<file path="src/core/isr_pkg.sv">
// package: register map, field positions and carrier types of the interrupt router
package isr_pkg;

    localparam int NUM_SRC = 24;
    localparam int NUM_DST = 4;

    // ------------------------------------------------------------
    // source bit positions
    // ------------------------------------------------------------
    localparam int SRC_PORT_MODULE_AGGREGATE = 0;
    localparam int SRC_EXTERNAL_INPUT_ZERO = 1;
    localparam int SRC_EXTERNAL_INPUT_ONE = 2;
    localparam int SRC_TIMER_IRQ_A = 3;
    localparam int SRC_TIMER_IRQ_B = 4;
    localparam int SRC_TIMER_IRQ_C = 5;
    localparam int SRC_FIRST_SERIAL_PORT_IRQ = 6;
    localparam int SRC_SECOND_SERIAL_PORT_IRQ = 7;
    localparam int SRC_TWO_WIRE_IRQ = 8;
    localparam int SRC_SERIAL_MASTER_IRQ = 9;
    localparam int SRC_SOFTWARE_IRQ_A = 10;
    localparam int SRC_SOFTWARE_IRQ_B = 11;
    localparam int SRC_SERIAL_PIN_IRQ = 12;
    localparam int SRC_PARALLEL_PIN_IRQ = 13;
    localparam int SRC_MGMT_IFACE_IRQ_A = 14;
    localparam int SRC_MGMT_IFACE_IRQ_B = 15;
    localparam int SRC_FRAME_DMA_IRQ = 16;
    localparam int SRC_FRAME_ANALYZER_IRQ = 17;
    localparam int SRC_TIMESTAMP_READY_IRQ = 18;
    localparam int SRC_TIME_SYNC_IRQ = 19;
    localparam int SRC_MEMORY_INTEGRITY_IRQ = 20;
    localparam int SRC_EXTRACTION_READY_IRQ = 21;
    localparam int SRC_INJECTION_READY_IRQ = 22;
    localparam int SRC_PCIE_IRQ = 23;

    // ------------------------------------------------------------
    // destination replication indices
    // ------------------------------------------------------------
    localparam int DST_CORE_IRQ_LINE_A = 0;
    localparam int DST_CORE_IRQ_LINE_B = 1;
    localparam int DST_EXTERNAL_OUTPUT_ZERO = 2;
    localparam int DST_EXTERNAL_OUTPUT_ONE = 3;

    // ------------------------------------------------------------
    // register byte offsets
    // ------------------------------------------------------------
    localparam logic [7:0] OFS_SOURCE_RAW_VECTOR = 8'h00;
    localparam logic [7:0] OFS_SOURCE_NONSTICKY_SELECT = 8'h04;
    localparam logic [7:0] OFS_SOURCE_DETECT_MODE_LO = 8'h08;
    localparam logic [7:0] OFS_SOURCE_DETECT_MODE_HI = 8'h0C;
    localparam logic [7:0] OFS_SOURCE_EVENT_INJECT = 8'h10;
    localparam logic [7:0] OFS_SOURCE_LATCHED_EVENT = 8'h14;
    localparam logic [7:0] OFS_SOURCE_ENABLE_VECTOR = 8'h18;
    localparam logic [7:0] OFS_ENABLE_ATOMIC_CLEAR = 8'h1C;
    localparam logic [7:0] OFS_ENABLE_ATOMIC_SET = 8'h20;
    localparam logic [7:0] OFS_SOURCE_ACTIVE_VIEW = 8'h24;
    localparam logic [7:0] OFS_DESTINATION_SOURCE_MASK = 8'h28;
    localparam logic [7:0] OFS_DESTINATION_ACTIVE_VIEW = 8'h38;
    localparam logic [7:0] OFS_DEST_STRIDE = 8'h04;
    localparam int ADDR_W = 8;

    // ------------------------------------------------------------
    // reset values
    // ------------------------------------------------------------
    localparam logic [NUM_SRC-1:0] RST_VECTOR = 24'h000000;
    localparam logic [31:0] RST_WORD = 32'h00000000;

    // ------------------------------------------------------------
    // detect mode encoding, two bits per source
    // ------------------------------------------------------------
    typedef enum logic [1:0] {
        ISR_LEVEL = 2'b00,
        ISR_ANY_EDGE = 2'b01,
        ISR_FALL_EDGE = 2'b10,
        ISR_RISE_EDGE = 2'b11
    } isr_mode_e;

    // ------------------------------------------------------------
    // carriers
    // ------------------------------------------------------------
    typedef struct packed {
        logic psel;
        logic penable;
        logic pwrite;
        logic [ADDR_W-1:0] paddr;
        logic [31:0] pwdata;
    } isr_apb_req_s;

    typedef struct packed {
        logic pready;
        logic pslverr;
        logic [31:0] prdata;
    } isr_apb_rsp_s;

    typedef struct packed {
        logic [NUM_SRC-1:0] nonsticky;
        logic [2*NUM_SRC-1:0] mode;
        logic [NUM_SRC-1:0] latched;
        logic [NUM_SRC-1:0] enable;
        logic [NUM_DST*NUM_SRC-1:0] dmask;
    } isr_cfg_s;

endpackage : isr_pkg

</file>
<file path="src/core/isr_detect.sv">
// source event detector: synchroniser, edge and level detection, latched event bits
module isr_detect (
    input wire logic core_clk,
    input wire logic rst_n,
    input wire logic [isr_pkg::NUM_SRC-1:0] src_in,
    input wire logic [2*isr_pkg::NUM_SRC-1:0] mode,
    input wire logic [isr_pkg::NUM_SRC-1:0] inject,
    input wire logic [isr_pkg::NUM_SRC-1:0] clear,
    output logic [isr_pkg::NUM_SRC-1:0] raw,
    output logic [isr_pkg::NUM_SRC-1:0] latched
);

    typedef struct packed {
        logic [isr_pkg::NUM_SRC-1:0] s1;
        logic [isr_pkg::NUM_SRC-1:0] s2;
        logic [isr_pkg::NUM_SRC-1:0] s3;
        logic [isr_pkg::NUM_SRC-1:0] stable;
        logic [isr_pkg::NUM_SRC-1:0] latched;
    } isr_det_s;

    isr_det_s st_r;
    isr_det_s st_nxt;
    logic [isr_pkg::NUM_SRC-1:0] hit;

    // ------------------------------------------------------------
    // detection
    // ------------------------------------------------------------
    always_comb begin
        st_nxt = st_r;
        hit = '0;
        st_nxt.s1 = src_in;
        st_nxt.s2 = st_r.s1;
        st_nxt.s3 = st_r.s2;
        for (int i = 0; i < isr_pkg::NUM_SRC; i++) begin
            if (st_r.s2[i] == st_r.s3[i]) begin
                st_nxt.stable[i] = st_r.s3[i];
            end
            case (isr_pkg::isr_mode_e'(mode[2*i +: 2]))
                isr_pkg::ISR_LEVEL: hit[i] = st_r.stable[i];
                isr_pkg::ISR_ANY_EDGE: hit[i] = st_nxt.stable[i] != st_r.stable[i];
                isr_pkg::ISR_FALL_EDGE: hit[i] = st_r.stable[i] & ~st_nxt.stable[i];
                isr_pkg::ISR_RISE_EDGE: hit[i] = ~st_r.stable[i] & st_nxt.stable[i];
                default: hit[i] = 1'b0;
            endcase
        end
        // set wins over a software clear
        st_nxt.latched = (st_r.latched & ~clear) | hit | inject;
    end

    always_ff @(posedge core_clk) begin
        if (!rst_n) begin
            st_r <= '0;
        end else begin
            st_r <= st_nxt;
        end
    end

    assign raw = st_r.stable;
    assign latched = st_r.latched;

endmodule : isr_detect

</file>
<file path="src/core/isr_router.sv">
// interrupt source router: 24 active-high sources to four destinations, APB registers
// Operation
// route all sources to four destinations
// two core lines, two external outputs
// destination indices core a,b, ext 0,1
// bit 0 carries port module aggregate
// external inputs at bits 1 and 2
// timers at bits 3, 4, 5
// serial ports 6, 7; two-wire 8
// serial master 9; software 10, 11
// serial pins 12, parallel 13, mgmt 14
// mgmt b 15, dma 16, analyzer 17
// timestamp 18, sync 19, integrity 20
// extraction 21, injection 22, pcie 23
// everything inside is active high
// source polarity fixed before entry
// destination polarity fixed after exit
// raw vector shows unlatched inputs
// inject forces event like real one
// per-source level or edge detection
// nonsticky uses raw, ignores latch
// atomic set and clear of enables
// active view: latched and enabled
// per-destination view, output when nonzero
// level mode sets latch every cycle
// edge modes: any, falling, rising
// write one clears; reasserts immediately
// destination mask gates propagation
// reset clears all settings and latches
//
// The APB interface to the registers and the address map were chosen for this implementation.
module isr_router (
    input wire logic core_clk,
    input wire logic rst_n,
    input wire logic psel,
    input wire logic penable,
    input wire logic pwrite,
    input wire logic [isr_pkg::ADDR_W-1:0] paddr,
    input wire logic [31:0] pwdata,
    output logic [31:0] prdata,
    output logic pready,
    output logic pslverr,
    input wire logic port_module_aggregate,
    input wire logic external_input_zero,
    input wire logic external_input_one,
    input wire logic timer_irq_a,
    input wire logic timer_irq_b,
    input wire logic timer_irq_c,
    input wire logic first_serial_port_irq,
    input wire logic second_serial_port_irq,
    input wire logic two_wire_irq,
    input wire logic serial_master_irq,
    input wire logic software_irq_a,
    input wire logic software_irq_b,
    input wire logic serial_pin_irq,
    input wire logic parallel_pin_irq,
    input wire logic mgmt_iface_irq_a,
    input wire logic mgmt_iface_irq_b,
    input wire logic frame_dma_irq,
    input wire logic frame_analyzer_irq,
    input wire logic timestamp_ready_irq,
    input wire logic time_sync_irq,
    input wire logic memory_integrity_irq,
    input wire logic extraction_ready_irq,
    input wire logic injection_ready_irq,
    input wire logic pcie_irq,
    output logic core_irq_line_a,
    output logic core_irq_line_b,
    output logic external_output_zero,
    output logic external_output_one
);

    localparam int NS = isr_pkg::NUM_SRC;
    localparam int ND = isr_pkg::NUM_DST;

    // ------------------------------------------------------------
    // state
    // ------------------------------------------------------------
    typedef struct packed {
        isr_pkg::isr_cfg_s cfg;
        logic [NS-1:0] inject;
        logic [NS-1:0] clear;
        logic [31:0] rdata;
        logic [ND-1:0] dst_out;
    } isr_top_s;

    isr_top_s st_r;
    isr_top_s st_nxt;

    logic [NS-1:0] src_vec;
    logic [NS-1:0] raw;
    logic [NS-1:0] latched;
    logic [NS-1:0] effective;
    logic [NS-1:0] active_view;
    logic [ND*NS-1:0] dst_view;
    logic wr_en;
    logic rd_en;
    logic hit_map;
    logic [31:0] rd_val;

    function automatic logic [31:0] isr_widen(input logic [NS-1:0] v);
        isr_widen = {8'h00, v};
    endfunction : isr_widen

    function automatic logic isr_in_dst(
        input logic [isr_pkg::ADDR_W-1:0] a,
        input logic [isr_pkg::ADDR_W-1:0] base
    );
        isr_in_dst = (a >= base) && (a < base + 8'h10) && (a[1:0] == 2'b00);
    endfunction : isr_in_dst

    function automatic logic [1:0] isr_dst_idx(
        input logic [isr_pkg::ADDR_W-1:0] a,
        input logic [isr_pkg::ADDR_W-1:0] base
    );
        logic [isr_pkg::ADDR_W-1:0] d;
        d = a - base;
        isr_dst_idx = d[3:2];
    endfunction : isr_dst_idx

    // ------------------------------------------------------------
    // source vector assembly, all inputs active high
    // ------------------------------------------------------------
    always_comb begin
        src_vec = '0;
        src_vec[isr_pkg::SRC_PORT_MODULE_AGGREGATE] = port_module_aggregate;
        src_vec[isr_pkg::SRC_EXTERNAL_INPUT_ZERO] = external_input_zero;
        src_vec[isr_pkg::SRC_EXTERNAL_INPUT_ONE] = external_input_one;
        src_vec[isr_pkg::SRC_TIMER_IRQ_A] = timer_irq_a;
        src_vec[isr_pkg::SRC_TIMER_IRQ_B] = timer_irq_b;
        src_vec[isr_pkg::SRC_TIMER_IRQ_C] = timer_irq_c;
        src_vec[isr_pkg::SRC_FIRST_SERIAL_PORT_IRQ] = first_serial_port_irq;
        src_vec[isr_pkg::SRC_SECOND_SERIAL_PORT_IRQ] = second_serial_port_irq;
        src_vec[isr_pkg::SRC_TWO_WIRE_IRQ] = two_wire_irq;
        src_vec[isr_pkg::SRC_SERIAL_MASTER_IRQ] = serial_master_irq;
        src_vec[isr_pkg::SRC_SOFTWARE_IRQ_A] = software_irq_a;
        src_vec[isr_pkg::SRC_SOFTWARE_IRQ_B] = software_irq_b;
        src_vec[isr_pkg::SRC_SERIAL_PIN_IRQ] = serial_pin_irq;
        src_vec[isr_pkg::SRC_PARALLEL_PIN_IRQ] = parallel_pin_irq;
        src_vec[isr_pkg::SRC_MGMT_IFACE_IRQ_A] = mgmt_iface_irq_a;
        src_vec[isr_pkg::SRC_MGMT_IFACE_IRQ_B] = mgmt_iface_irq_b;
        src_vec[isr_pkg::SRC_FRAME_DMA_IRQ] = frame_dma_irq;
        src_vec[isr_pkg::SRC_FRAME_ANALYZER_IRQ] = frame_analyzer_irq;
        src_vec[isr_pkg::SRC_TIMESTAMP_READY_IRQ] = timestamp_ready_irq;
        src_vec[isr_pkg::SRC_TIME_SYNC_IRQ] = time_sync_irq;
        src_vec[isr_pkg::SRC_MEMORY_INTEGRITY_IRQ] = memory_integrity_irq;
        src_vec[isr_pkg::SRC_EXTRACTION_READY_IRQ] = extraction_ready_irq;
        src_vec[isr_pkg::SRC_INJECTION_READY_IRQ] = injection_ready_irq;
        src_vec[isr_pkg::SRC_PCIE_IRQ] = pcie_irq;
    end

    // ------------------------------------------------------------
    // detection
    // ------------------------------------------------------------
    isr_detect u_detect (
        .core_clk(core_clk),
        .rst_n(rst_n),
        .src_in(src_vec),
        .mode(st_r.cfg.mode),
        .inject(st_r.inject),
        .clear(st_r.clear),
        .raw(raw),
        .latched(latched)
    );

    // ------------------------------------------------------------
    // source and destination views
    // ------------------------------------------------------------
    always_comb begin
        for (int i = 0; i < NS; i++) begin
            effective[i] = st_r.cfg.nonsticky[i] ? raw[i] : latched[i];
        end
        active_view = effective & st_r.cfg.enable;
        for (int d = 0; d < ND; d++) begin
            dst_view[d*NS +: NS] = active_view & st_r.cfg.dmask[d*NS +: NS];
        end
    end

    // ------------------------------------------------------------
    // apb slave
    // ------------------------------------------------------------
    assign wr_en = psel & penable & pwrite;
    // read data captured in setup, so it stands through access
    assign rd_en = psel & ~penable & ~pwrite;
    assign hit_map = isr_in_dst(paddr, isr_pkg::OFS_DESTINATION_SOURCE_MASK)
        || isr_in_dst(paddr, isr_pkg::OFS_DESTINATION_ACTIVE_VIEW)
        || (paddr <= isr_pkg::OFS_SOURCE_ACTIVE_VIEW && paddr[1:0] == 2'b00);

    always_comb begin
        rd_val = isr_pkg::RST_WORD;
        case (paddr)
            isr_pkg::OFS_SOURCE_RAW_VECTOR: rd_val = isr_widen(raw);
            isr_pkg::OFS_SOURCE_NONSTICKY_SELECT: rd_val = isr_widen(st_r.cfg.nonsticky);
            isr_pkg::OFS_SOURCE_DETECT_MODE_LO: rd_val = st_r.cfg.mode[31:0];
            isr_pkg::OFS_SOURCE_DETECT_MODE_HI: rd_val = {16'h0000, st_r.cfg.mode[47:32]};
            isr_pkg::OFS_SOURCE_LATCHED_EVENT: rd_val = isr_widen(latched);
            isr_pkg::OFS_SOURCE_ENABLE_VECTOR: rd_val = isr_widen(st_r.cfg.enable);
            isr_pkg::OFS_SOURCE_ACTIVE_VIEW: rd_val = isr_widen(active_view);
            default: begin
                if (isr_in_dst(paddr, isr_pkg::OFS_DESTINATION_SOURCE_MASK)) begin
                    rd_val = isr_widen(
                        st_r.cfg.dmask[isr_dst_idx(paddr, isr_pkg::OFS_DESTINATION_SOURCE_MASK)*NS +: NS]);
                end else if (isr_in_dst(paddr, isr_pkg::OFS_DESTINATION_ACTIVE_VIEW)) begin
                    rd_val = isr_widen(dst_view[isr_dst_idx(paddr, isr_pkg::OFS_DESTINATION_ACTIVE_VIEW)*NS +: NS]);
                end
            end
        endcase
    end

    always_comb begin
        st_nxt = st_r;
        st_nxt.inject = '0;
        st_nxt.clear = '0;
        if (rd_en) begin
            st_nxt.rdata = rd_val;
        end
        if (wr_en) begin
            case (paddr)
                isr_pkg::OFS_SOURCE_NONSTICKY_SELECT: st_nxt.cfg.nonsticky = pwdata[NS-1:0];
                isr_pkg::OFS_SOURCE_DETECT_MODE_LO: st_nxt.cfg.mode[31:0] = pwdata;
                isr_pkg::OFS_SOURCE_DETECT_MODE_HI: st_nxt.cfg.mode[47:32] = pwdata[15:0];
                isr_pkg::OFS_SOURCE_EVENT_INJECT: st_nxt.inject = pwdata[NS-1:0];
                isr_pkg::OFS_SOURCE_LATCHED_EVENT: st_nxt.clear = pwdata[NS-1:0];
                isr_pkg::OFS_SOURCE_ENABLE_VECTOR: st_nxt.cfg.enable = pwdata[NS-1:0];
                isr_pkg::OFS_ENABLE_ATOMIC_CLEAR: st_nxt.cfg.enable = st_r.cfg.enable & ~pwdata[NS-1:0];
                isr_pkg::OFS_ENABLE_ATOMIC_SET: st_nxt.cfg.enable = st_r.cfg.enable | pwdata[NS-1:0];
                default: begin
                    if (isr_in_dst(paddr, isr_pkg::OFS_DESTINATION_SOURCE_MASK)) begin
                        st_nxt.cfg.dmask[isr_dst_idx(paddr, isr_pkg::OFS_DESTINATION_SOURCE_MASK)*NS +: NS] =
                            pwdata[NS-1:0];
                    end
                end
            endcase
        end
        for (int d = 0; d < ND; d++) begin
            st_nxt.dst_out[d] = |dst_view[d*NS +: NS];
        end
    end

    always_ff @(posedge core_clk) begin
        if (!rst_n) begin
            st_r <= '0;
        end else begin
            st_r <= st_nxt;
        end
    end

    assign pready = 1'b1;
    assign pslverr = psel & penable & ~hit_map;
    assign prdata = st_r.rdata;

    // ------------------------------------------------------------
    // destination outputs, active high; polarity handled outside
    // ------------------------------------------------------------
    assign core_irq_line_a = st_r.dst_out[isr_pkg::DST_CORE_IRQ_LINE_A];
    assign core_irq_line_b = st_r.dst_out[isr_pkg::DST_CORE_IRQ_LINE_B];
    assign external_output_zero = st_r.dst_out[isr_pkg::DST_EXTERNAL_OUTPUT_ZERO];
    assign external_output_one = st_r.dst_out[isr_pkg::DST_EXTERNAL_OUTPUT_ONE];

    // ------------------------------------------------------------
    // checks
    // ------------------------------------------------------------
    property p_dst_follows;
        @(posedge core_clk) disable iff (!rst_n)
        (|dst_view[0 +: NS]) |=> core_irq_line_a;
    endproperty
    a_dst_follows: assert property (p_dst_follows) else $error("core line a not raised");

    property p_mask_gate;
        @(posedge core_clk) disable iff (!rst_n)
        (st_r.cfg.dmask[2*NS +: NS] == '0) |=> !external_output_zero;
    endproperty
    a_mask_gate: assert property (p_mask_gate) else $error("masked destination asserted");

    property p_ena_set;
        @(posedge core_clk) disable iff (!rst_n)
        (wr_en && paddr == isr_pkg::OFS_ENABLE_ATOMIC_SET)
            |=> st_r.cfg.enable == ($past(st_r.cfg.enable) | $past(pwdata[NS-1:0]));
    endproperty
    a_ena_set: assert property (p_ena_set) else $error("atomic set wrong");

    property p_ena_clr;
        @(posedge core_clk) disable iff (!rst_n)
        (wr_en && paddr == isr_pkg::OFS_ENABLE_ATOMIC_CLEAR)
            |=> st_r.cfg.enable == ($past(st_r.cfg.enable) & ~$past(pwdata[NS-1:0]));
    endproperty
    a_ena_clr: assert property (p_ena_clr) else $error("atomic clear wrong");

    property p_inject;
        @(posedge core_clk) disable iff (!rst_n)
        (wr_en && paddr == isr_pkg::OFS_SOURCE_EVENT_INJECT)
            |=> ##1 ((latched & $past(pwdata[NS-1:0], 2)) == $past(pwdata[NS-1:0], 2));
    endproperty
    a_inject: assert property (p_inject) else $error("inject did not latch");

    property p_level;
        @(posedge core_clk) disable iff (!rst_n)
        (raw[3] && st_r.cfg.mode[7:6] == 2'b00) |=> latched[3];
    endproperty
    a_level: assert property (p_level) else $error("level event not latched");

    property p_bypass;
        @(posedge core_clk) disable iff (!rst_n)
        st_r.cfg.nonsticky[13] |-> active_view[13] == (raw[13] & st_r.cfg.enable[13]);
    endproperty
    a_bypass: assert property (p_bypass) else $error("bypass not using raw");

    property p_ident;
        @(posedge core_clk) disable iff (!rst_n)
        (!st_r.cfg.nonsticky[1]) |-> active_view[1] == (latched[1] & st_r.cfg.enable[1]);
    endproperty
    a_ident: assert property (p_ident) else $error("active view mismatch");

    property p_reset;
        @(posedge core_clk)
        !rst_n |=> !core_irq_line_a && !core_irq_line_b && !external_output_zero && !external_output_one;
    endproperty
    a_reset: assert property (p_reset) else $error("destination high after reset");

    property p_dst_b;
        @(posedge core_clk) disable iff (!rst_n)
        (|dst_view[NS +: NS]) |=> core_irq_line_b;
    endproperty
    a_dst_b: assert property (p_dst_b) else $error("core line b low");

    property p_dst_one;
        @(posedge core_clk) disable iff (!rst_n)
        (|dst_view[3*NS +: NS]) |=> external_output_one;
    endproperty
    a_dst_one: assert property (p_dst_one) else $error("external one low");

    property p_mask_one;
        @(posedge core_clk) disable iff (!rst_n)
        (st_r.cfg.dmask[3*NS +: NS] == '0) |=> !external_output_one;
    endproperty
    a_mask_one: assert property (p_mask_one) else $error("masked external one high");

    property p_raw_read;
        @(posedge core_clk) disable iff (!rst_n)
        (rd_en && paddr == isr_pkg::OFS_SOURCE_RAW_VECTOR) |=> prdata == {8'h00, $past(raw)};
    endproperty
    a_raw_read: assert property (p_raw_read) else $error("raw read wrong");

endmodule : isr_router

</file>
<file path="config.mk">
export PLATFORM = sky130hd
export DESIGN_NAME = isr_router
export DESIGN_NICKNAME = d
export VERILOG_FILES = /design/src/core/isr_pkg.sv /design/src/core/isr_detect.sv /design/src/core/isr_router.sv
export SDC_FILE = /design/constraint.sdc
export NUM_CORES = 1
export LEC_CHECK = 0
export ABC_AREA = 0
export BUFFER_PORTS_ARGS = -buffer_cell sky130_fd_sc_hd__buf_2
export CAP_MARGIN = 20
export CORE_MARGIN = 3
export CORE_UTILIZATION = 45
export DETAILED_ROUTE_END_ITERATION = 16
export GPL_TIMING_DRIVEN = 0
export PLACE_DENSITY_LB_ADDON = 0.2
export SYNTH_ARGS = -nofsm -noshare
export SYNTH_HDL_FRONTEND = slang
export SYNTH_SLANG_ARGS = --single-unit
</file>
<file path="constraint.sdc">
create_clock -name core_clk -period 3.4 [get_ports core_clk]
set_clock_uncertainty 0.05 [all_clocks]
set_input_delay 0.85 -clock core_clk [delete_from_list [all_inputs] [get_ports core_clk]]
set_output_delay 0.85 -clock core_clk [all_outputs]
set_load 0.005 [all_outputs]
</file>
# Word level (Yosys, flattened, before mapping)
# Index checks and enable logic that the tools add are counted.
# W data, S select, Z words.
# classes
mul	2
bitwise	117
order_cmp	5
reduce_logical	46
mux	77
eq_ne	129
add_sub_neg	3
n_shift	4
# ops
cell	count
$pmux W32 S7	1
$shiftx A96 B8 Y24	2
$and A24 B24 Y24	7
$bwmux W96	1
$eq A2 B2 Y1 const B	48
$pmux W1 S4	24
$reduce_or A24 Y1	4
$shift A24 B34 Y96 const A	1
$shiftx A24 B34 Y96	1
$or A24 B24 Y24	3
$pmux W24 S3	1
$and A1 B1 Y1	53
$not A1 Y1	52
$logic_not A2 Y1	25
$eq A2 B1 Y1 const B	24
$mux W1	48
$mux W24	2
$not A24 Y24	2
$neg A7 Y34	1
$eq A8 B5 Y1 const B	4
$eq A1 B1 Y1	24
$ne A1 B1 Y1	24
$eq A8 B4 Y1 const B	2
$eq A8 B6 Y1 const B	2
14 further kinds	27
# totals
wordCells	397
out_inout_bits	38
register_bits	396

# Depth between registers and ports, before layout
# Gate-level depths: netlist (run 1).
# depth
word_depth	7
depth_mapped	12
depth_no_buf	7

# Modules after synthesis
# From an unflattened synthesis (run 1), not the netlist that was laid out.
# unflattened
hier_cells	2154
hier_area_um2	19616.3
# modules_own_cells
mod	cells_each	n_inst	area_each_um2
isr_router	1661	1	14188.6
isr_detect	493	1	5427.7

# Least setup slack after synthesis (run 1)
# OpenSTA, ideal clock, no wires.
# synth_path
kind	input to output
start	in paddr[3] (netlist name)
end	out pslverr
path_stages	10
path_buffers	5
arrival_ns	2.644
setup_slack_ns	-0.144
cell_sequence	clkbuf_1 buf_1 inv_1 ha_1 clkbuf_1 clkbuf_1 buf_1 nand2b_1 a31oi_1 nor2_1
# synth_between
elab_chain_len	7
# synth_rtl
element	line	source
start: declaration	isr_router.sv:38	input wire logic [isr_pkg::ADDR_W-1:0] paddr,
$ge A8 B6 Y1 (tied with other cells)	isr_router.sv:109	isr_in_dst = (a >= base) && (a < base + 8'h10) && (a[1:0] == 2'b00);
$logic_and A1 B1 Y1 (2 in series)	isr_router.sv:109	
$logic_or A1 B1 Y1	isr_router.sv:186	|| isr_in_dst(paddr, isr_pkg::OFS_DESTINATION_ACTIVE_VIEW)
$logic_or A1 B1 Y1 *	isr_router.sv:187	|| (paddr <= isr_pkg::OFS_SOURCE_ACTIVE_VIEW && paddr[1:0] == 2'b00);
$not A1 Y1 *	isr_router.sv:249	assign pslverr = psel & penable & ~hit_map;
$and A1 B1 Y1 *	isr_router.sv:249	
end: declaration	isr_router.sv:42	output logic pslverr,
# Every way passes the cells marked *; elsewhere a longest branch is shown, timed or not.

# Worst setup path in the final report (run 1)
# Ends and elaborated chain as after synthesis.

==> impl_summary.md, run 1 <==
Outcome
The run finished, with violations left. The final reports fail on setup timing.

Clock tree
Counting the buffers created by CTS gives 43. Clock latency on the worst-skew pair, taken at its later pin, is a little under 600 ps. The tree is rooted in a sky130_fd_sc_hd__clkbuf_16. For this design, the sink count on the clock tree is approximately 400. The number of levels in the clock H-tree is 2. The CTS tree is built. For this design, the CTS-stage hold fixing added 0 buffers. The clock passes through at most 3 buffers. Clock-pin slew was measured on the worst setup and hold paths at 60 ps.

Global routing
The met2 capacity usage during global routing is 0.5107. The number of antenna violations at the first check in global routing came to 3. The final global-route overflow total is 0. The met1 layer usage reported by global route is 0.5268.

The most used routing layer is met1. Across every metal layer, demand over resource in global routing totals 0.3660. The via count of the first global-routing pass is 16610. The maximum number of pins on one net before global-route repair is 14. The met3 global-route usage is 0.1254. The first global-routing pass estimated roughly 120000 um of wire.

Hold path
Counting instances, the worst hold path has a depth of 1. For hold timing, the worst endpoint is u_detect.st_nxt[51]. The min-delay analysis places its worst path in the category flop to flop. In this run the most critical hold path is launched from u_detect.st_nxt[75].

Power
Of the total power, the share spent switching nets is 0.2464. The power density relative to cell area is about 480 nW/um^2. The internal power is between 7000 and 8000 uW.

The proportion of power drawn by combinational gates is 0.074. The total net switching power is 2615 uW. The total leakage power is roughly 0.008 uW. The sequential cell fraction of total power is 0.445. The power after layout is 10610 uW. The peak ir drop on the vdd network is 0.0003337 V.

Of the total power, the clock network draws 0.481.

Synthesis
Synthesis produced a netlist with a net count of about 2200. In this run, synthesis inferred 0 flip-flops with an integrated enable. The post-synthesis average cell area is a little over 9 um^2. The top flip-flop cell by instance count after synthesis is sky130_fd_sc_hd__dfxtp_1. The share of the Yosys chip area taken by registers is 0.4173. Synthesis handed over a netlist of 2076 instances.

The number of warnings reported in the yosys synthesis log is 0. The number of distinct library cell variants in the gate-level netlist after synthesis is just under 70. The cell area that synthesis handed to floorplanning was between 15000 and 20000 um^2. The async set or reset register ratio after synthesis is 0. Synthesis inferred 396 register bits.

Floorplan
The die area is between 40000 and 50000 um^2. The number of top-level pins is roughly 110. Row generation in the floorplan step produced 74 rows. In this run the vertical extent of the chip is about 210 um. The region available for standard cell placement spans just over 40000 um^2. The overall die width is ~210 um. The initial utilization of the core area, before any placement, comes to 0.4601.

Drt
Dividing the detail-routed via count by the number of cells gives about 6.4. The residual antenna-violating net count after detailed routing is 0. The count of vias placed by the detailed router is ~18000. The routed wire length is 83380 um. For this run, design rule violations remaining after detail routing come to 0. The first detailed-routing pass took 12 iterations. The mean routed wirelength per cell is 29.88 um. The first routing iteration left roughly 2600 violations.

Final layout
For this run, the post-layout net count is about 2300. The area taken by flip-flops and latches is ~7900 um^2. 0 antenna diodes ended up in the layout.

Summing all multi-input logic gate instances after layout gives between 9000 and 10000 um^2. The area added between synthesis and finish is 15.55%. Counting the fill cells in the layout gives between 3000 and 4000. The fraction of final layout cells with drive strength greater than 1 is 0.1581.

STA
For the finished layout, the period the worst path requires is ~3600 ps. The total count of max-transition violations in the final report is 0. Setup repair after global routing could not meet its margin everywhere. The setup violation total in the final timing report is 5. For the pin with the worst max-slew slack, the measured transition is between 1000 and 1500 ps. The setup TNS after final layout is -543.4 ps.

Of the available clock period, the critical path in the final layout requires 1.073. The post-route worst setup slack is -246.8 ps. In this run the tightest slew margin relative to its limit is 0.2055. The final hold violation count is 0. Based on the critical path, the design can be clocked at up to between 200 and 300 MHz.

Worst setup path
The required time at the endpoint of the critical path is 2500 ps. The most frequent cell on the critical path is sky130_fd_sc_hd__buf_2. Counting both buffers and inverters, the worst setup path holds a total of 7. The cell family contributing the most delay on the critical path is buffers and inverters. In this design, the stage delay of the slowest critical-path cell is 240 ps. The kind of end point of the critical path is a primary output. The capture point of the worst reg-to-reg path is external_output_one. On the critical path, the stage with the largest delay is an instance of sky130_fd_sc_hd__a31oi_1. The number of cells on the worst reg-to-reg path is 5.

The reg2reg setup slack is 720 ps. The signal on the critical path passes through buf_2 -> clkbuf_16 -> buf_8 -> inv_1 -> ha_4 -> clkbuf_8 -> buf_6 -> nand2b_1 -> a31oi_1 -> nor2_2 -> buf_2. The category of the worst setup path launch point is an input port. The startpoint identified for the worst register-to-register timing path is st_r[289].

STA puts the critical path data arrival time at approximately 2800 ps. The critical path runs through a total of 11 cells. The largest driver fanout on the critical path is 10.

The type of the setup path with the least slack is input port to primary output.

Place
The number of buffer cells added on primary ports is 95. The weighted congestion reported at the end of routability-driven placement is 1.041. The placed wire-length estimate is between 60000 and 70000 um. The worst slack at placement is -1561 ps.

Run
The max capacitance violation total is 0.
Yosys cell counts (14+ instances only):
| cell type | number | area (um^2) |
|---|---|---|
| sky130_fd_sc_hd__maj3_1 | 24 | 240.2 |
| sky130_fd_sc_hd__mux4_2 | 48 | 1081 |
| sky130_fd_sc_hd__nor2b_1 | 63 | 394.1 |
| sky130_fd_sc_hd__inv_1 | 77 | 289.0 |
| sky130_fd_sc_hd__a31oi_1 | 15 | 93.84 |
| sky130_fd_sc_hd__a32oi_1 | 14 | 122.6 |
| sky130_fd_sc_hd__ha_1 | 54 | 675.7 |
| sky130_fd_sc_hd__and2_1 | 156 | 975.9 |
| sky130_fd_sc_hd__a222oi_1 | 14 | 140.1 |
| sky130_fd_sc_hd__nand2_1 | 240 | 900.9 |
| sky130_fd_sc_hd__mux2_2 | 17 | 191.4 |
| sky130_fd_sc_hd__buf_4 | 37 | 277.8 |
| sky130_fd_sc_hd__o31a_1 | 25 | 219.0 |
| sky130_fd_sc_hd__a21boi_0 | 61 | 457.9 |
| sky130_fd_sc_hd__dfxtp_1 | 396 | 7928 |
| sky130_fd_sc_hd__clkbuf_1 | 128 | 480.5 |
| sky130_fd_sc_hd__mux2i_1 | 48 | 480.5 |
| sky130_fd_sc_hd__buf_2 | 25 | 125.1 |
| sky130_fd_sc_hd__a32o_1 | 25 | 250.2 |
| sky130_fd_sc_hd__a22oi_1 | 82 | 615.6 |
| sky130_fd_sc_hd__nor2_1 | 45 | 168.9 |
| sky130_fd_sc_hd__a21oi_1 | 23 | 115.1 |
| sky130_fd_sc_hd__o31ai_1 | 18 | 135.1 |
| sky130_fd_sc_hd__o21ai_0 | 157 | 785.8 |
| sky130_fd_sc_hd__nand3_1 | 121 | 605.6 |
layout by cell type (no fill, tap or decap), drive strengths merged, types with 24 or more instances in the layout:
cell	instances
o31a	25
nand2	240
maj3	24
inv	77
a22oi	82
clkbuf	183
ha	54
a32o	25
mux2i	48
dfxtp	396
nor2	45
nand3	121
nor2b	63
a21boi	64
mux4	48
buf	186
o21ai	161
and2	157
power by group through the flow:
stage	sequential (uW)	clock, uW	combinational, uW
after floorplan	4810	0	385
after global placement	4820	0	715
after detailed placement	4820	0	720
after CTS	4720	5140	740
after global routing	4720	5320	808
final	4720	5110	786
state kept, by name, summed over array words and instances, names as in the netlist:
signal	count
u_detect.raw	24
u_detect.st_nxt	48
external_output_one	1
u_detect.latched	24
core_irq_line_b	1
prdata	32
u_detect.st_r	24
st_r	240
core_irq_line_a	1
external_output_zero	1
worst max-delay path by stage:
stage / start / endpoint / slack, ps
2_1_floorplan: paddr[3] / pslverr / 30
3_3_place_gp: paddr[3] / prdata[13] / -1720
3_5_place_dp: paddr[3] / st_r[123] / -1560
4_1_cts: paddr[3] / pslverr / -180
5_1_grt: paddr[3] / pslverr / -240
6_report: paddr[3] / pslverr / -250
stage by stage:
stage               instances  hold slack (ps)  instance area [um^2]    util
floorplan                2076            361.9                 19000       -
global placement         2703            364.1                 20140  0.4878
detailed placement       2707            369.3                 20180  0.4887
CTS                      2787            387.0                 21880  0.5298
global route             2790            396.0                 21950  0.5316
finish                   2790            384.0                 21950  0.5316
metal layers:
layer / vias to the layer above / share of wire
li1: 7672 / -
met1: 8821 / 0.43
met2: 1189 / 0.40
met3: 191 / 0.13
met4: 2 / 0.038
met5: - / 0.00020
final cells by class:
| cell class | instances | area share |
|---|---|---|
| buffer | 204 | 0.04765 |
| clock buffer | 57 | 0.05597 |
| clock inverter | 20 | 0.01385 |
| inverter | 77 | 0.01317 |
| multi-input combinational | 1396 | 0.4520 |
| sequential | 396 | 0.3611 |
| tap | 532 | 0.03032 |
| timing repair buffer | 108 | 0.02593 |
timing repair:
| item | CTS | global route |
|---|---|---|
| resized for setup | 37 | 17 |
| pin swaps | 1 | 3 |
| hold endpoints to repair | 0 | 0 |
| endpoints found under the setup margin | 235 | 112 |
| buffers inserted | 4 | 4 |
logic make-up (layout without fill, tap and decap cells):
| logic type | Yosys count | after routing | share of synthesized area |
|---|---|---|---|
| other | 1 | 1 | 0.0001974 |
| xor gates and xnor gates | 2 | 2 | 0.0009221 |
| adders and majority gates | 78 | 78 | 0.04821 |
| DFF | 396 | 396 | 0.4173 |
| muxes | 113 | 113 | 0.09226 |
| buffers and inverters | 284 | 466 | 0.06691 |
| and+or+nand+nor | 695 | 695 | 0.1886 |
| AOI/OAI and AO/OA | 507 | 507 | 0.1856 |
No activity file was read; power rests on OpenSTA's default activity.
==> inputs of run 2 (changes only) <==
--- a/config.mk
+++ b/config.mk
@@ -16,3 +16,4 @@
 export SYNTH_ARGS = -nofsm -noshare
 export SYNTH_HDL_FRONTEND = slang
+export SYNTH_HIERARCHICAL = 1
 export SYNTH_SLANG_ARGS = --single-unit
==> constraint.sdc (replaced) <==
create_clock -name core_clk -period 3.4 [get_ports core_clk]
set_clock_uncertainty 0.05 [all_clocks]
set_input_delay 0.68 -clock core_clk [delete_from_list [all_inputs] [get_ports core_clk]]
set_output_delay 0.68 -clock core_clk [all_outputs]
set_load 0.005 [all_outputs]
==> run 2 against run 1 <==
Effect of this change: the flow still finishes with violations (setup timing); non-clock buffer count increased by 44; clock-buffer cell count is 1 lower; critical path type unchanged; combinational power about the same; global-route usage down 1.8 points; first-iteration DRC count down 18%; sequential power barely moved; critical path depth fell by 1; worst hold slack worse by 130 ps; cell count up 4.4%.
==> impl_summary.md, run 2 <==
Drt
The post-detailed-route DRC marker count is 0 (unchanged). The mean routed wirelength per cell came to 28.32 um (-5.2%). The first-iteration detailed-routing DRC count is 2120 (-18%). The routed wire length is 82520 um (-1.0%).

The count of vias placed by the detailed router came to 17920 (+0.27%). The number of vias per cell is 6.151 (-4.0%). The residual antenna-violating net count after detailed routing is 0 (unchanged). The detailed-router iteration count before antenna repair is 6 (-6).

Synthesis
Counting instances in the post-synthesis netlist gives the leading cell types as 396 x sky130_fd_sc_hd__dfxtp_1, 293 x sky130_fd_sc_hd__nand2_1, 155 x sky130_fd_sc_hd__and2_1, 142 x sky130_fd_sc_hd__nand3_1, 141 x sky130_fd_sc_hd__o21ai_0. The number of distinct library cell variants in the gate-level netlist after synthesis is 74 (+7.2%). The synthesized design spends more area on one cell type than any other, namely sky130_fd_sc_hd__dfxtp_1. The total nets after synthesis is 2277 (+3.5%). The number of enable-type register cells in the synthesized netlist was 0 (unchanged).

The number of warnings reported in the yosys synthesis log was 6 (+6). The register area share after synthesis is 0.4041 (-0.01312). The post-synthesis xor/xnor area fraction is 0.0008930 (-0.00002899). The synthesized area is 19620 um^2 (+3.2%). The async set or reset register ratio after synthesis is 0 (unchanged). The dominant combinational cell family by area after synthesis is simple AND/OR/NAND/NOR gates.

The adder-cell share of the synthesized area is 0.04669 (-0.001516). The post-synthesis average cell area was 9.107 um^2 (-0.49%). The post-synthesis register bit count was 396 (unchanged). The area share of the leading cell type in the synthesized netlist is 0.4041 (-0.01312). The count of mapped cells out of synthesis is 2154 (+3.8%). By area the synthesized netlist is led by sky130_fd_sc_hd__dfxtp_1 40%, sky130_fd_sc_hd__nand2_1 5.6%, sky130_fd_sc_hd__mux4_2 5.5%. The most common cell in the synthesized netlist is sky130_fd_sc_hd__dfxtp_1.

The share of cell area taken by muxes after synthesis is 0.07826 (-0.01400). The simple-gate portion of the synthesized area is 0.1943 (+0.005742). For this run, the leading register cell type out of synthesis is sky130_fd_sc_hd__dfxtp_1. The synthesized-area fraction occupied by ao, oa, aoi and oai cells was 0.1882 (+0.002582).

Final layout
The library cell used most frequently in the layout, excluding fill and tap cells, is sky130_fd_sc_hd__dfxtp_1. The number of nets in the layout was 2427 (+3.3%). The final cell area excluding filler cells came to 22500 um^2 (+2.5%). The filler cell count is 3996 (+2.6%). From synthesis to final layout, the design area changed by 14.71%. The register with the most flip-flops is st_r.

The utilization after layout came to 0.5293 (-0.002303). The flip-flop count of the largest register after layout came to 240 (unchanged). The library cells used most frequently in the layout, excluding fill and tap cells, are 396 x sky130_fd_sc_hd__dfxtp_1, 292 x sky130_fd_sc_hd__nand2_1, 155 x sky130_fd_sc_hd__buf_2, 155 x sky130_fd_sc_hd__and2_1, 142 x sky130_fd_sc_hd__nand3_1. The fraction of final layout cells with drive strength greater than 1 is 0.1927 (+0.03461).

Global routing
The final global-route overflow total was 0 (unchanged). The global-route wire length before repair was 118500 um (+0.63%). The maximum number of pins on one net before global-route repair is 15 (+1).

The global-route usage over all layers came to 0.3477 (-0.01826). The number of antenna violations at the first check in global routing is 3 (unchanged). The via count of the first global-routing pass is 17070 (+2.7%).

Floorplan
The die extent in y is 214.8 um (+1.6%). The starting density of the core came to 0.4615 (+0.001361). The die area was 46130 um^2 (+3.2%). The number of placement rows is 75 (+1.4%). The number of top-level pins is 107 (unchanged). The placeable core area is 42510 um^2 (+2.9%). The overall die width is 214.8 um (+1.6%).

Worst setup path
The largest driver fanout on the critical path is 10 (unchanged). The required time at the endpoint of the critical path is 2670 ps (+170 ps). By startpoint and endpoint, the worst setup path is classified as input port to primary output.

The category of the worst setup path launch point is an input port. The reg2reg setup slack is 860 ps (+140 ps). The worst setup path is captured at a primary output. The endpoint arrival time on the critical path is 2720 ps (-30 ps).

Run
The max capacitance violation total was 0 (unchanged).

Hold path
The min-delay analysis places its worst path in the category input port to flop.

Outcome
The run finished, with violations left. The final reports fail on setup timing.

STA
The post-route worst setup slack is -53.89 ps (+193.0 ps). The relative max-transition margin came to 0.2463 (+0.04085). The total count of max-transition violations in the final report is 0 (unchanged). The maximum clock frequency was 289.5 MHz (+5.6%).

The final hold violation count is 0 (unchanged). Setup repair after global routing could not meet its margin everywhere. The part of the cycle the worst path needs is 1.016 (-0.05675).

The setup violation total in the final timing report is 1 (-4). The actual transition at the worst max-transition pin is 1121 ps (-70.61 ps). The time the final worst path needs with I/O delays and setup is 3454 ps (-193.0 ps).

Clock tree
The clock sink count was 396 (unchanged). TritonCTS built the clock tree. The number of levels in the clock H-tree was 2 (unchanged). The maximum buffer depth of the clock tree is 3 (unchanged). The insertion delay to the later sink of the worst-skew pair is 580 ps (about the same). CTS placed an instance of sky130_fd_sc_hd__clkbuf_16 at the clock tree root. The number of CTS-inserted buffers came to 44 (+2.3%).

The clock slew seen by the registers of the worst setup and hold paths was 60 ps (about the same).

Place
The number of buffer cells added on primary ports is 100 (+5.3%). The placed wire-length estimate is 63950 um (about the same). The weighted congestion reported at the end of routability-driven placement is 1.009 (-3.1%). The placement-stage cell area came to 20860 um^2 (+3.3%).

Power
The clock group share of total power is 0.479 (-0.002). The switching share of power is 0.2464 (about the same). The total leakage power is 0.008477 uW (+5.9%). The proportion of power drawn by combinational gates is 0.074 (about the same). The sequential cell fraction of total power is 0.447 (+0.002).

The peak ir drop on the vdd network is 0.0004543 V (+36%). The power density relative to cell area is 469.0 nW/um^2 (-3.0%). The internal power is 7952 uW (-0.56%). The total net switching power is 2600 uW (-0.57%).
-- run 2: cell types whose count changed after synthesis, sizes merged, moves of 10 or more --
cell    before  now
nand2      240  293
buf         78  167
nor2b       63   45
mux2i       48   33
a21boi      64   80
a22o        13   25
a21oi       23   33
nand3      121  143
a22oi       82   64
nor2        45   23
clkbuf     129   85
o22ai        9   19
-- run 2: logic make-up (layout without fill, tap and decap cells) --
logic type	after synthesis	count (layout)
buf+inv	331	512
other cells	1	3
flops	396	396
simple gates	735	735
fa+ha+maj	78	78
compound gates	519	519
xor+xnor	2	2
mux	92	92
-- run 2: final cells by class --
| class | instances | area (um^2) | share of cell area |
|---|---|---|---|
| antenna | 2 | 5.005 | 0.0002224 |
| buffer | 251 | 1475 | 0.06556 |
| clock buffer | 56 | 1196 | 0.05316 |
| clock inverter | 21 | 312.8 | 0.01390 |
| inverter | 79 | 296.5 | 0.01318 |
| multi-input combinational | 1427 | 10020 | 0.4455 |
| sequential | 396 | 7928 | 0.3523 |
| tap | 577 | 721.9 | 0.03208 |
| timing repair buffer | 105 | 543.0 | 0.02413 |
-- run 2: per-layer routing --
| layer | up-vias | routed length, um | GRT usage |
|---|---|---|---|
| met4 | 2 | 2138 | 0.08605 |
| met3 | 132 | 10140 | 0.09619 |
| li1 | 7888 | - | - |
| met5 | - | 13 | 0 |
| met2 | 1023 | 33660 | 0.4975 |
| met1 | 8879 | 36570 | 0.5163 |
-- run 2: critical path, stage by stage --
cell and delay (ps):
sky130_fd_sc_hd__buf_4 160, sky130_fd_sc_hd__buf_12 170, sky130_fd_sc_hd__buf_8 170, sky130_fd_sc_hd__inv_1 140
sky130_fd_sc_hd__ha_2 390, sky130_fd_sc_hd__nor3b_4 340, sky130_fd_sc_hd__nand2_2 240, sky130_fd_sc_hd__nand4_1 190
sky130_fd_sc_hd__a31oi_2 60, sky130_fd_sc_hd__buf_2 170
-- run 2: timing repair --
item | CTS | global route
gates cloned | 0 | 0
resized for setup | 30 | 10
hold endpoints to repair | 0 | 0
buffers inserted | 1 | 0
setup endpoints to repair | 199 | 18
pin swaps | 1 | 1
hold buffers | 0 | 0
-- run 2: power by group through the flow --
| stage | clock network (uW) | registers [uW] | logic (uW) |
|---|---|---|---|
| detailed placement | 0 | 4820 | 728 |
| global route | 5300 | 4720 | 809 |
| CTS | 5110 | 4720 | 742 |
| finish | 5050 | 4720 | 785 |
| floorplan | 0 | 4810 | 399 |
| global placement | 0 | 4820 | 727 |
-- run 2: per-stage QoR --
step | total power (uW) | std cells | setup WS [ps] | setup TNS, ps | hold WS [ps]
after floorplan | 5205 | 2154 | 293.9 | 0 | 355.7
after CTS | 10570 | 2911 | 1.790 | 0 | 236.5
after detailed placement | 5546 | 2834 | -1793 | -230320 | 370.2
final | 10550 | 2914 | -53.89 | -53.89 | 257.7
after global routing | 10830 | 2912 | -59.30 | -59.30 | 247.3
after global placement | 5545 | 2831 | -1820 | -230790 | 360.2
-- run 2: final timing paths --
path,start,endpoint,cells past startpoint
setup / recovery,paddr[3],pslverr,10
hold / removal,extraction_ready_irq,u_detect/st_nxt[93],2
setup reg to reg,u_detect/raw[4],core_irq_line_b,6
hold reg to reg,u_detect/st_nxt[93],u_detect/st_nxt[69],1
